==> src/logic/difg_pkg.sv <==
package difg_pkg;

  // ----------------------------------------------------------------
  // Clock and time base
  // ----------------------------------------------------------------
  localparam int CLK_MHZ = 100;
  localparam int CLK_PERIOD_NS = 10;
  // Cycles in one microsecond, the unit of every delay below
  localparam int CYCLES_PER_US = 1000 / CLK_PERIOD_NS;
  localparam int US_WIDTH = 14;

  // ----------------------------------------------------------------
  // Register offsets
  // ----------------------------------------------------------------
  localparam logic [7:0] ADDR_OVER_THRESHOLD = 8'h40;
  localparam logic [7:0] ADDR_OVER_HYSTERESIS = 8'h41;
  localparam logic [7:0] ADDR_UNDER_THRESHOLD = 8'h42;
  localparam logic [7:0] ADDR_UNDER_HYSTERESIS = 8'h43;
  localparam logic [7:0] ADDR_DETECTOR_CONFIG = 8'h44;
  localparam logic [7:0] ADDR_FUNCTION_SELECT = 8'h45;
  localparam logic [7:0] ADDR_LOGIC_INPUT_CONFIG = 8'h46;

  // ----------------------------------------------------------------
  // Writable bits and reset values
  // ----------------------------------------------------------------
  localparam logic [7:0] MASK_THRESHOLD = 8'hFF;
  localparam logic [7:0] MASK_HYSTERESIS = 8'h1F;
  localparam logic [7:0] MASK_DETECTOR_CONFIG = 8'h1F;
  localparam logic [7:0] MASK_FUNCTION_SELECT = 8'h03;
  localparam logic [7:0] MASK_LOGIC_INPUT_CONFIG = 8'h7F;
  localparam logic [7:0] RESET_OVER_THRESHOLD = 8'hFF;
  localparam logic [7:0] RESET_UNDER_THRESHOLD = 8'h00;
  localparam logic [7:0] RESET_HYSTERESIS = 8'h00;
  localparam logic [7:0] RESET_DETECTOR_CONFIG = 8'h03;
  localparam logic [7:0] RESET_FUNCTION_SELECT = 8'h03;
  localparam logic [7:0] RESET_LOGIC_INPUT_CONFIG = 8'h00;

  // ----------------------------------------------------------------
  // Field positions
  // ----------------------------------------------------------------
  localparam int POS_DET_GLITCH = 2;
  localparam int POS_FAULT_TYPE = 0;
  localparam int POS_INPUT_INVERT = 6;
  localparam int POS_DETECT_TYPE = 5;
  localparam int POS_PULSE_LENGTH = 3;
  localparam int POS_LOGIC_GLITCH = 0;

  // ----------------------------------------------------------------
  // Delays in microseconds
  // ----------------------------------------------------------------
  localparam logic [US_WIDTH-1:0] GLITCH_US_0 = 14'h0000;
  localparam logic [US_WIDTH-1:0] GLITCH_US_1 = 14'h0005;
  localparam logic [US_WIDTH-1:0] GLITCH_US_2 = 14'h000A;
  localparam logic [US_WIDTH-1:0] GLITCH_US_3 = 14'h0014;
  localparam logic [US_WIDTH-1:0] GLITCH_US_4 = 14'h001E;
  localparam logic [US_WIDTH-1:0] GLITCH_US_5 = 14'h0032;
  localparam logic [US_WIDTH-1:0] GLITCH_US_6 = 14'h004B;
  localparam logic [US_WIDTH-1:0] GLITCH_US_7 = 14'h0064;
  localparam logic [US_WIDTH-1:0] PULSE_US_0 = 14'h0000;
  localparam logic [US_WIDTH-1:0] PULSE_US_1 = 14'h0064;
  localparam logic [US_WIDTH-1:0] PULSE_US_2 = 14'h03E8;
  localparam logic [US_WIDTH-1:0] PULSE_US_3 = 14'h2710;

  // ----------------------------------------------------------------
  // Types
  // ----------------------------------------------------------------
  typedef enum logic [1:0] {
    FT_OVER = 2'h0,
    FT_EITHER = 2'h1,
    FT_UNDER = 2'h2,
    FT_OFF = 2'h3
  } difg_fault_type_e;

  typedef enum logic [1:0] {
    FN_DETECTOR = 2'h0,
    FN_LOGIC = 2'h1,
    FN_LOGIC_WARN = 2'h2,
    FN_NONE = 2'h3
  } difg_function_e;

  typedef enum logic [1:0] {
    PS_IDLE = 2'b01,
    PS_PULSE = 2'b10
  } difg_pulse_e;

  typedef struct packed {
    logic fault;
    logic warning;
    logic overVoltageFlag;
    logic underVoltageFlag;
  } difg_out_s;

  function automatic logic [US_WIDTH-1:0] glitch_us(input logic [2:0] code);
    case (code)
      3'h0: glitch_us = GLITCH_US_0;
      3'h1: glitch_us = GLITCH_US_1;
      3'h2: glitch_us = GLITCH_US_2;
      3'h3: glitch_us = GLITCH_US_3;
      3'h4: glitch_us = GLITCH_US_4;
      3'h5: glitch_us = GLITCH_US_5;
      3'h6: glitch_us = GLITCH_US_6;
      default: glitch_us = GLITCH_US_7;
    endcase
  endfunction

  function automatic logic [US_WIDTH-1:0] pulse_us(input logic [1:0] code);
    case (code)
      2'h0: pulse_us = PULSE_US_0;
      2'h1: pulse_us = PULSE_US_1;
      2'h2: pulse_us = PULSE_US_2;
      default: pulse_us = PULSE_US_3;
    endcase
  endfunction

endpackage

==> src/logic/difg_glitch_filter.sv <==
module difg_glitch_filter #(
  parameter int US_WIDTH = difg_pkg::US_WIDTH
) (
  input wire logic sys_clk,
  input wire logic rst,
  input wire logic usTick,
  input wire logic [US_WIDTH-1:0] delayUs,
  input wire logic din,
  output logic dout
);

  logic [US_WIDTH-1:0] stableCount;
  logic [US_WIDTH-1:0] next_stableCount;
  wire differs = (din != dout);
  wire expired = (delayUs == '0) || (usTick && (next_stableCount >= delayUs));

  assign next_stableCount = stableCount + US_WIDTH'(1);

  // A level must hold, unbroken, through delayUs microsecond ticks before it passes; the first is partial
  always_ff @(posedge sys_clk) begin
    if (rst) begin
      dout <= 1'b0;
      stableCount <= '0;
    end else if (!differs) begin
      stableCount <= '0;
    end else if (expired) begin
      dout <= din;
      stableCount <= '0;
    end else if (usTick) begin
      stableCount <= next_stableCount;
    end
  end

  property p_filter_follows;
    @(posedge sys_clk) disable iff (rst)
    $changed(dout) |-> ($past(din) == dout);
  endproperty
  a_filter_follows: assert property (p_filter_follows)
    else $error("filter output moved without its input");

  property p_filter_zero_delay;
    @(posedge sys_clk) disable iff (rst)
    (delayUs == '0) |=> (dout == $past(din));
  endproperty
  a_filter_zero_delay: assert property (p_filter_zero_delay)
    else $error("zero delay filter did not pass input");

endmodule // difg_glitch_filter

==> src/logic/difg_channel.sv <==
module difg_channel #(
  parameter int TICK_CYCLES = difg_pkg::CYCLES_PER_US
) (
  input wire logic sys_clk,
  input wire logic rst,
  input wire logic [7:0] regAddr,
  input wire logic [7:0] regWrData,
  input wire logic regWrEn,
  input wire logic regRdEn,
  output logic [7:0] regRdData,
  input wire logic [7:0] levelCode,
  input wire logic logicPin,
  output difg_pkg::difg_out_s chanOut
);

  localparam int TICK_WIDTH = (TICK_CYCLES > 1) ? $clog2(TICK_CYCLES) : 1;
  localparam int UW = difg_pkg::US_WIDTH;

  // ----------------------------------------------------------------
  // Microsecond time base
  // ----------------------------------------------------------------
  logic [TICK_WIDTH-1:0] tickCount;
  wire usTick = (tickCount == TICK_WIDTH'(TICK_CYCLES - 1));

  always_ff @(posedge sys_clk) begin
    if (rst || usTick) begin
      tickCount <= '0;
    end else begin
      tickCount <= tickCount + TICK_WIDTH'(1);
    end
  end

  // ----------------------------------------------------------------
  // Register file
  // ----------------------------------------------------------------
  logic [7:0] overThreshold;
  logic [7:0] overHysteresis;
  logic [7:0] underThreshold;
  logic [7:0] underHysteresis;
  logic [7:0] detectorConfig;
  logic [7:0] channelFunctionSelect;
  logic [7:0] logicInputConfig;
  logic [7:0] next_regRdData;

  wire selOverTh = (regAddr == difg_pkg::ADDR_OVER_THRESHOLD);
  wire selOverHy = (regAddr == difg_pkg::ADDR_OVER_HYSTERESIS);
  wire selUnderTh = (regAddr == difg_pkg::ADDR_UNDER_THRESHOLD);
  wire selUnderHy = (regAddr == difg_pkg::ADDR_UNDER_HYSTERESIS);
  wire selDetCfg = (regAddr == difg_pkg::ADDR_DETECTOR_CONFIG);
  wire selFunc = (regAddr == difg_pkg::ADDR_FUNCTION_SELECT);
  wire selLogCfg = (regAddr == difg_pkg::ADDR_LOGIC_INPUT_CONFIG);

  // Unusable bits are never stored, so they read back as zero
  always_ff @(posedge sys_clk) begin
    if (rst) begin
      overThreshold <= difg_pkg::RESET_OVER_THRESHOLD;
      overHysteresis <= difg_pkg::RESET_HYSTERESIS;
      underThreshold <= difg_pkg::RESET_UNDER_THRESHOLD;
      underHysteresis <= difg_pkg::RESET_HYSTERESIS;
      detectorConfig <= difg_pkg::RESET_DETECTOR_CONFIG;
      channelFunctionSelect <= difg_pkg::RESET_FUNCTION_SELECT;
      logicInputConfig <= difg_pkg::RESET_LOGIC_INPUT_CONFIG;
    end else if (regWrEn) begin
      if (selOverTh) overThreshold <= regWrData & difg_pkg::MASK_THRESHOLD;
      if (selOverHy) overHysteresis <= regWrData & difg_pkg::MASK_HYSTERESIS;
      if (selUnderTh) underThreshold <= regWrData & difg_pkg::MASK_THRESHOLD;
      if (selUnderHy) underHysteresis <= regWrData & difg_pkg::MASK_HYSTERESIS;
      if (selDetCfg) detectorConfig <= regWrData & difg_pkg::MASK_DETECTOR_CONFIG;
      if (selFunc) channelFunctionSelect <= regWrData & difg_pkg::MASK_FUNCTION_SELECT;
      if (selLogCfg) logicInputConfig <= regWrData & difg_pkg::MASK_LOGIC_INPUT_CONFIG;
    end
  end

  // Unmapped offsets read as zero
  assign next_regRdData = ({8{selOverTh}} & overThreshold)
                        | ({8{selOverHy}} & overHysteresis)
                        | ({8{selUnderTh}} & underThreshold)
                        | ({8{selUnderHy}} & underHysteresis)
                        | ({8{selDetCfg}} & detectorConfig)
                        | ({8{selFunc}} & channelFunctionSelect)
                        | ({8{selLogCfg}} & logicInputConfig);

  always_ff @(posedge sys_clk) begin
    if (rst) begin
      regRdData <= 8'h00;
    end else if (regRdEn) begin
      regRdData <= next_regRdData;
    end
  end

  // ----------------------------------------------------------------
  // Field decode
  // ----------------------------------------------------------------
  wire [4:0] overHystBits = overHysteresis[4:0];
  wire [4:0] underHystBits = underHysteresis[4:0];
  wire [2:0] detGlitchCode = detectorConfig[difg_pkg::POS_DET_GLITCH +: 3];
  wire [1:0] faultTypeBits = detectorConfig[difg_pkg::POS_FAULT_TYPE +: 2];
  wire [1:0] functionBits = channelFunctionSelect[1:0];
  wire inputInvert = logicInputConfig[difg_pkg::POS_INPUT_INVERT];
  wire detectType = logicInputConfig[difg_pkg::POS_DETECT_TYPE];
  wire [1:0] pulseLengthCode = logicInputConfig[difg_pkg::POS_PULSE_LENGTH +: 2];
  wire [2:0] logicGlitchCode = logicInputConfig[difg_pkg::POS_LOGIC_GLITCH +: 3];
  difg_pkg::difg_fault_type_e faultType;
  difg_pkg::difg_function_e functionCode;
  assign faultType = difg_pkg::difg_fault_type_e'(faultTypeBits);
  assign functionCode = difg_pkg::difg_function_e'(functionBits);

  // ----------------------------------------------------------------
  // Supply fault detector
  // ----------------------------------------------------------------
  logic overFlag;
  logic underFlag;
  logic detRaw;
  logic detFiltered;
  logic [7:0] overLimit;
  logic [7:0] underLimit;
  wire [8:0] underSum = {1'b0, underThreshold} + {4'h0, underHystBits};
  wire [7:0] overDiff = overThreshold - {3'h0, overHystBits};
  wire overUnderflow = ({3'h0, overHystBits} > overThreshold);

  // Saturate so a large hysteresis cannot wrap the limit around
  assign overLimit = overFlag ? (overUnderflow ? 8'h00 : overDiff) : overThreshold;
  assign underLimit = underFlag ? (underSum[8] ? 8'hFF : underSum[7:0]) : underThreshold;

  always_ff @(posedge sys_clk) begin
    if (rst) begin
      overFlag <= 1'b0;
      underFlag <= 1'b0;
    end else begin
      overFlag <= (levelCode > overLimit);
      underFlag <= (levelCode < underLimit);
    end
  end

  always_comb begin
    case (faultType)
      difg_pkg::FT_OVER: detRaw = overFlag;
      difg_pkg::FT_EITHER: detRaw = overFlag | underFlag;
      difg_pkg::FT_UNDER: detRaw = underFlag;
      default: detRaw = 1'b0;
    endcase
  end

  difg_glitch_filter #(
    .US_WIDTH(UW)
  ) u_det_filter (
    .sys_clk(sys_clk),
    .rst(rst),
    .usTick(usTick),
    .delayUs(difg_pkg::glitch_us(detGlitchCode)),
    .din(detRaw),
    .dout(detFiltered)
  );

  // ----------------------------------------------------------------
  // Logic input
  // ----------------------------------------------------------------
  logic logicFiltered;
  logic logicPrev;
  wire logicInverted = logicPin ^ inputInvert;
  wire logicEdge = logicFiltered & ~logicPrev;

  // Inversion sits ahead of the filter so both see the same polarity
  difg_glitch_filter #(
    .US_WIDTH(UW)
  ) u_logic_filter (
    .sys_clk(sys_clk),
    .rst(rst),
    .usTick(usTick),
    .delayUs(difg_pkg::glitch_us(logicGlitchCode)),
    .din(logicInverted),
    .dout(logicFiltered)
  );

  // ----------------------------------------------------------------
  // Edge pulse generator
  // ----------------------------------------------------------------
  difg_pkg::difg_pulse_e pulseState;
  difg_pkg::difg_pulse_e next_pulseState;
  logic [UW-1:0] pulseLeft;
  logic [UW-1:0] next_pulseLeft;

  // Length is counted in whole microsecond ticks; the first is partial
  always_comb begin
    next_pulseState = pulseState;
    next_pulseLeft = pulseLeft;
    case (pulseState)
      difg_pkg::PS_IDLE: begin
        if (detectType && logicEdge) begin
          next_pulseState = difg_pkg::PS_PULSE;
          next_pulseLeft = difg_pkg::pulse_us(pulseLengthCode);
        end
      end
      difg_pkg::PS_PULSE: begin
        if (pulseLeft == '0) begin
          next_pulseState = difg_pkg::PS_IDLE;
        end else if (usTick) begin
          next_pulseLeft = pulseLeft - UW'(1);
        end
      end
      default: begin
        next_pulseState = difg_pkg::PS_IDLE;
        next_pulseLeft = '0;
      end
    endcase
  end

  always_ff @(posedge sys_clk) begin
    if (rst) begin
      pulseState <= difg_pkg::PS_IDLE;
      pulseLeft <= '0;
      logicPrev <= 1'b0;
    end else begin
      pulseState <= next_pulseState;
      pulseLeft <= next_pulseLeft;
      logicPrev <= logicFiltered;
    end
  end

  wire pulseActive = (pulseState == difg_pkg::PS_PULSE);
  wire logicResult = detectType ? pulseActive : logicFiltered;

  // ----------------------------------------------------------------
  // Function routing
  // ----------------------------------------------------------------
  logic next_fault;
  logic next_warning;
  logic faultOut;
  logic warnOut;

  always_comb begin
    next_fault = 1'b0;
    next_warning = 1'b0;
    case (functionCode)
      difg_pkg::FN_DETECTOR: next_fault = detFiltered;
      difg_pkg::FN_LOGIC: next_fault = logicResult;
      difg_pkg::FN_LOGIC_WARN: begin
        next_fault = logicResult;
        next_warning = detFiltered;
      end
      default: next_fault = 1'b0;
    endcase
  end

  always_ff @(posedge sys_clk) begin
    if (rst) begin
      faultOut <= 1'b0;
      warnOut <= 1'b0;
    end else begin
      faultOut <= next_fault;
      warnOut <= next_warning;
    end
  end

  assign chanOut = {faultOut, warnOut, overFlag, underFlag};

  // ----------------------------------------------------------------
  // Checks
  // ----------------------------------------------------------------
  property p_over_hysteresis;
    @(posedge sys_clk) disable iff (rst)
    (overFlag && levelCode <= overThreshold && overHystBits != 5'h00 && !overUnderflow
      && levelCode > overThreshold - {3'h0, overHystBits}) |=> overFlag;
  endproperty
  a_over_hysteresis: assert property (p_over_hysteresis)
    else $error("over flag dropped inside hysteresis band");
  property p_over_set;
    @(posedge sys_clk) disable iff (rst)
    (!overFlag && levelCode > overThreshold) |=> overFlag;
  endproperty
  a_over_set: assert property (p_over_set)
    else $error("over flag not raised above threshold");
  property p_under_set;
    @(posedge sys_clk) disable iff (rst)
    (!underFlag && levelCode < underThreshold) |=> underFlag;
  endproperty
  a_under_set: assert property (p_under_set)
    else $error("under flag not raised below threshold");
  property p_under_hysteresis;
    @(posedge sys_clk) disable iff (rst)
    (underFlag && !underSum[8] && levelCode >= underSum[7:0]) |=> !underFlag;
  endproperty
  a_under_hysteresis: assert property (p_under_hysteresis)
    else $error("under flag held above raised limit");
  property p_type_excludes;
    @(posedge sys_clk) disable iff (rst)
    (faultType == difg_pkg::FT_OVER && !overFlag) |-> !detRaw;
  endproperty
  a_type_excludes: assert property (p_type_excludes)
    else $error("over-only type reported without over flag");
  property p_none_quiet;
    @(posedge sys_clk) disable iff (rst)
    (functionCode == difg_pkg::FN_NONE) |=> (!chanOut.fault && !chanOut.warning);
  endproperty
  a_none_quiet: assert property (p_none_quiet)
    else $error("outputs active with no function");
  property p_warn_role;
    @(posedge sys_clk) disable iff (rst)
    chanOut.warning |-> ($past(functionCode) == difg_pkg::FN_LOGIC_WARN);
  endproperty
  a_warn_role: assert property (p_warn_role)
    else $error("warning raised outside warning role");
  property p_invert_first;
    @(posedge sys_clk) disable iff (rst)
    (logicGlitchCode == 3'h0) |=> (logicFiltered == $past(logicPin ^ inputInvert));
  endproperty
  a_invert_first: assert property (p_invert_first)
    else $error("logic input not inverted ahead of filter");
  property p_edge_starts;
    @(posedge sys_clk) disable iff (rst)
    (detectType && logicEdge && !pulseActive) |=> pulseActive;
  endproperty
  a_edge_starts: assert property (p_edge_starts)
    else $error("edge did not start a pulse");
  property p_pulse_ends;
    @(posedge sys_clk) disable iff (rst)
    (pulseActive && pulseLeft == '0) |=> !pulseActive;
  endproperty
  a_pulse_ends: assert property (p_pulse_ends)
    else $error("pulse ran past its length");
  property p_reserved_zero;
    @(posedge sys_clk) disable iff (rst)
    (regRdEn && selFunc) |=> (regRdData[7:2] == 6'h00);
  endproperty
  a_reserved_zero: assert property (p_reserved_zero)
    else $error("unusable bits read nonzero");
endmodule // difg_channel

==> config.mk <==
export PLATFORM = sky130hd
export DESIGN_NAME = difg_channel
export DESIGN_NICKNAME = d
export VERILOG_FILES = /design/src/logic/difg_pkg.sv /design/src/logic/difg_glitch_filter.sv /design/src/logic/difg_channel.sv
export SDC_FILE = /design/constraint.sdc
export NUM_CORES = 1
export LEC_CHECK = 0
export ABC_AREA = 1
export BUFFER_PORTS_ARGS = -buffer_cell sky130_fd_sc_hd__buf_2
export CORE_AREA = 4 4 121 123
export CTS_CLUSTER_SIZE = 12
export DETAILED_ROUTE_END_ITERATION = 10
export DIE_AREA = 0 0 125 127
export PLACE_DENSITY = 0.7
export SLEW_MARGIN = 5
export SYNTH_ARGS = -nofsm -noshare
export SYNTH_HDL_FRONTEND = slang
export SYNTH_SLANG_ARGS = --single-unit
==> constraint.sdc <==
create_clock -name sys_clk -period 2.6 [get_ports sys_clk]
set_input_delay 0.13 -clock sys_clk [delete_from_list [all_inputs] [get_ports sys_clk]]
set_output_delay 0.13 -clock sys_clk [all_outputs]
set_load 0.03 [all_outputs]
==> flow_summary.toml <==
[detailed_routing]
detail_route.first_pass.iterations = 5
ant_nets = 0
drt_iter0_drc = 438
drc = 0
wl_per_cell_microns = 13.8
dr_total_vias = 6552
route.final.wire_length_mm = 17.0
routed_via_density = 5.34

[synth]
ys_seq_area_share_pct = 31.1
ys_seq_elements = 106
synth_nets = 1061
synthFlopType = "dfxtp_1"
synthXorXnorAreaFrac_pct = 3.21
syn_inst = 979
synth_compound_area_share_pct = 16.8
synthSimpleGateAreaFrac_pct = 29.0
synth_edf_count = 0
syn-cell-area_sq_mm = 0.00681
synthAdderAreaFrac_pct = 9.95
ys_types = 47
synth_top_family_by_area = "simple AND/OR/NAND/NOR gates"
syn_avg_cell_area_sq_um = 6.96
yosysWarnings = 0
async_flop_share_pct = 0
muxShareOfSynthArea_pct = 0.882

[layout]
utilization_pct = 57.6
synthToLayoutAreaGrowth_pct = 15.5
antenna_cells = 0
fin_nets = 1124
drive_gt1_share_pct = 18.0

[setup_path]
endpoint_kind = "register"
worst_path_max_delay_cell = "fa_2"
cpPeakStageDelay_ns = 0.36
path_buf_inv = 2
cp_max_fo = 2
crit_path_start_kind = "register"
worstPathArrival_ns = 2.85
cp_top_family = "adder cells"
path_class = "reg -> reg"
cp_cell_sequence = "inv_2 > ha_4 > fa_2 > nor2_4 > o21ai_2 > nand2_1 > nand2_2 > nand3_2 > nor2_2 > nand2_1 > inv_1 > o21ai_1 > o21ai_1 > ha_1 > a21oi_1 > o21ai_1 > nand2_1 > a311oi_1"
cp_data_required_time_ns = 2.88

[global_route]
grt_remaining_overflow = 0
met1_usage_pct = 29.1
grt_pass1_wl_mm = 28.7
grt_antenna_before_repair = 0
grt.busiest_layer = "met2"
grt_pass1_vias = 6038
met2_usage_pct = 35.3
grt_use_total_pct = 21.7
use_met3_pct = 4.39
grt_start_max_net_pins = 33

[timing]
setup_viol_count_final = 0
clock.fmax_ghz = 0.390
max_slew_margin_pct = 53.6
final.setup_skew_ns = 0.0103
timing.final.crit_share_pct = 98.7
maxSlewViolCount = 0
rsz0062_at_grt = "yes"
worst_slew_pin_slew_ns = 0.696
min_period_ns = 2.57
final.setup.worst_slack_ns = 0.0336
final-hold-violation-count = 0

[placed_design]
hpwl_mm = 12.5
io_buffers = 40
dp_slack_ns = -0.131
globalplace.congestion = 0.870

[pwr]
p_leak_uw = 0.00346
ir_drop_mv = 0.642
p_per_area_mw_per_mm2 = 488

[floorplan]
die_y_microns = 127
dieArea_sq_mm = 0.0159
placementRows = 43
start_util_pct = 49.9
core_sq_mm = 0.0137
ios = 41
die_w_microns = 125

[job]
cap_viol_max_count = 0

[clock_tree]
cts-root-buf = "clkbuf_16"
clk_path_buf_depth = 2
htreeDepth = 3
cts_buffers = 9
insertion_delay_ns = 0.36
cts_tree = "built"
cts.sinks = 106
clk_pin_slew_ns = 0.08

[worst_hold_path]
hold_class = "in -> reg"

[status]
status = "finished, final reports clean"
[layout make-up]
cell class                 instances  area [sq um]
fill                            1357          5800
multi-input combinational        720          4200
sequential                       106          2140
timing repair buffer              82           551
inverter                         123           462
clock buffer                      12           256
tap                              180           225
clock inverter                     4          35.0
[synth_stat cells, drive strengths merged (2+ instances only)]
cell | count | area (sq um)
a211oi | 3 | 22.5
a21o | 3 | 22.5
a21oi | 75 | 375
a221oi | 5 | 43.8
a22oi | 3 | 22.5
a31oi | 5 | 31.3
a32oi | 2 | 17.5
buf | 12 | 85.1
clkbuf | 18 | 67.6
dfxtp | 106 | 2120
fa | 2 | 40.0
ha | 51 | 638
inv | 123 | 462
mux2i | 6 | 60.1
nand2 | 224 | 871
nand3 | 60 | 310
nand3b | 5 | 37.5
nand4 | 14 | 118
nor2 | 111 | 529
nor3 | 11 | 65.1
nor4 | 4 | 25.0
o211ai | 9 | 67.6
o21ai | 78 | 390
o22ai | 11 | 68.8
o31ai | 3 | 22.5
or2 | 3 | 18.8
xnor2 | 2 | 17.5
xor2 | 23 | 201
[sequential cells by signal, indices dropped and copies added, names as in the netlist]
| name | flops |
|---|---|
| pulseLeft | 14 |
| u_det_filter.stableCount | 14 |
| u_logic_filter.stableCount | 14 |
| overThreshold | 8 |
| regRdData | 8 |
| underThreshold | 8 |
| logicInputConfig | 7 |
| tickCount | 7 |
| detectorConfig | 5 |
| overHysteresis | 5 |
| underHysteresis | 5 |
| channelFunctionSelect | 2 |
| pulseState | 2 |
| faultOut | 1 |
| logicPrev | 1 |
| overFlag | 1 |
| u_det_filter.dout | 1 |
| u_logic_filter.dout | 1 |
| underFlag | 1 |
| warnOut | 1 |
[per-layer routing]
layer,vias up,routed length (microns),part of all wire [%]
met5,-,0,0
met4,0,298,1.8
met3,27,1010,6.0
met2,182,7720,45
met1,2973,7960,47
li1,3370,-,-
[stage by stage]
step	setup TNS, ns	total power (uW)	cells	instance area, sq um	hold WS (ns)
4_1_cts	0	3880	1218	7670	0.0488
6_report	0	3840	1227	7870	0.0555
2_1_floorplan	0	2300	979	6810	0.256
3_5_place_dp	-0.131	2510	1194	7270	0.378
5_1_grt	-0.146	4050	1227	7870	0.0698
3_3_place_gp	-0.0323	2500	1194	7270	0.374
[placed cells by master (no fill, tap or decap), types with 3 or more instances in the layout]
cell,Yosys,routed
nor2_1,76,73
o21ai_1,7,11
nand3_1,58,55
nor3_1,9,7
ha_4,0,3
nor2_2,30,30
nand3b_1,5,5
buf_2,5,40
a211oi_1,3,3
a221oi_1,5,5
nand3_2,2,5
nor2_4,5,8
buf_4,5,37
dfxtp_1,106,97
ha_1,51,48
xor2_2,0,3
xor2_1,23,20
a31oi_1,5,5
inv_1,118,113
o21ai_0,71,66
o211ai_1,9,9
mux2i_1,6,6
nor4_1,4,4
a22oi_1,3,3
clkbuf_16,0,9
dfxtp_2,0,7
nand2_1,214,213
nor3_2,2,4
inv_2,5,10
nand2_2,9,10
a21o_1,3,3
nand4_1,12,12
o22ai_1,11,11
o31ai_1,3,3
a21oi_1,75,73
[where the power goes]
part / switching [uW] / leakage, uW / total, uW / internal [uW]
Clock: 652 / 0.000137 / 1360 / 712
Combinational: 521 / 0.00247 / 787 / 266
Sequential: 27.2 / 0.000860 / 1690 / 1670
Total: 1200 / 0.00346 / 3840 / 2640
[kinds of logic after synthesis]
kind of cell,Yosys count
fa+ha+maj,53
xor+xnor,25
simple gates,432
buf+inv,153
compound gates,204
mux,6
flops,106
[repair_timing]
action	4_1_cts	5_1_grt
endpoints found under the hold margin	1	0
pin swaps	10	21
gates resized for setup	14	32
buffers inserted	8	9
setup endpoints to repair	1	30
hold buffers	1	0
[worst min-delay path, stage by stage]
cell and delay [ns]:
buf_2 0.13, nand2_1 0.06, o211ai_1 0.06
[worst paths after layout]
kind         slack (ns)  cells past startpoint        startpoint                to
max                0.03                     18  overThreshold[0]          overFlag
min                0.06                      3      regWrData[6]  overThreshold[6]
max reg2reg        0.03                     18  overThreshold[0]          overFlag
min reg2reg        0.45                      1      tickCount[0]      tickCount[0]
Note: power is estimated with default switching activity, not from simulation.
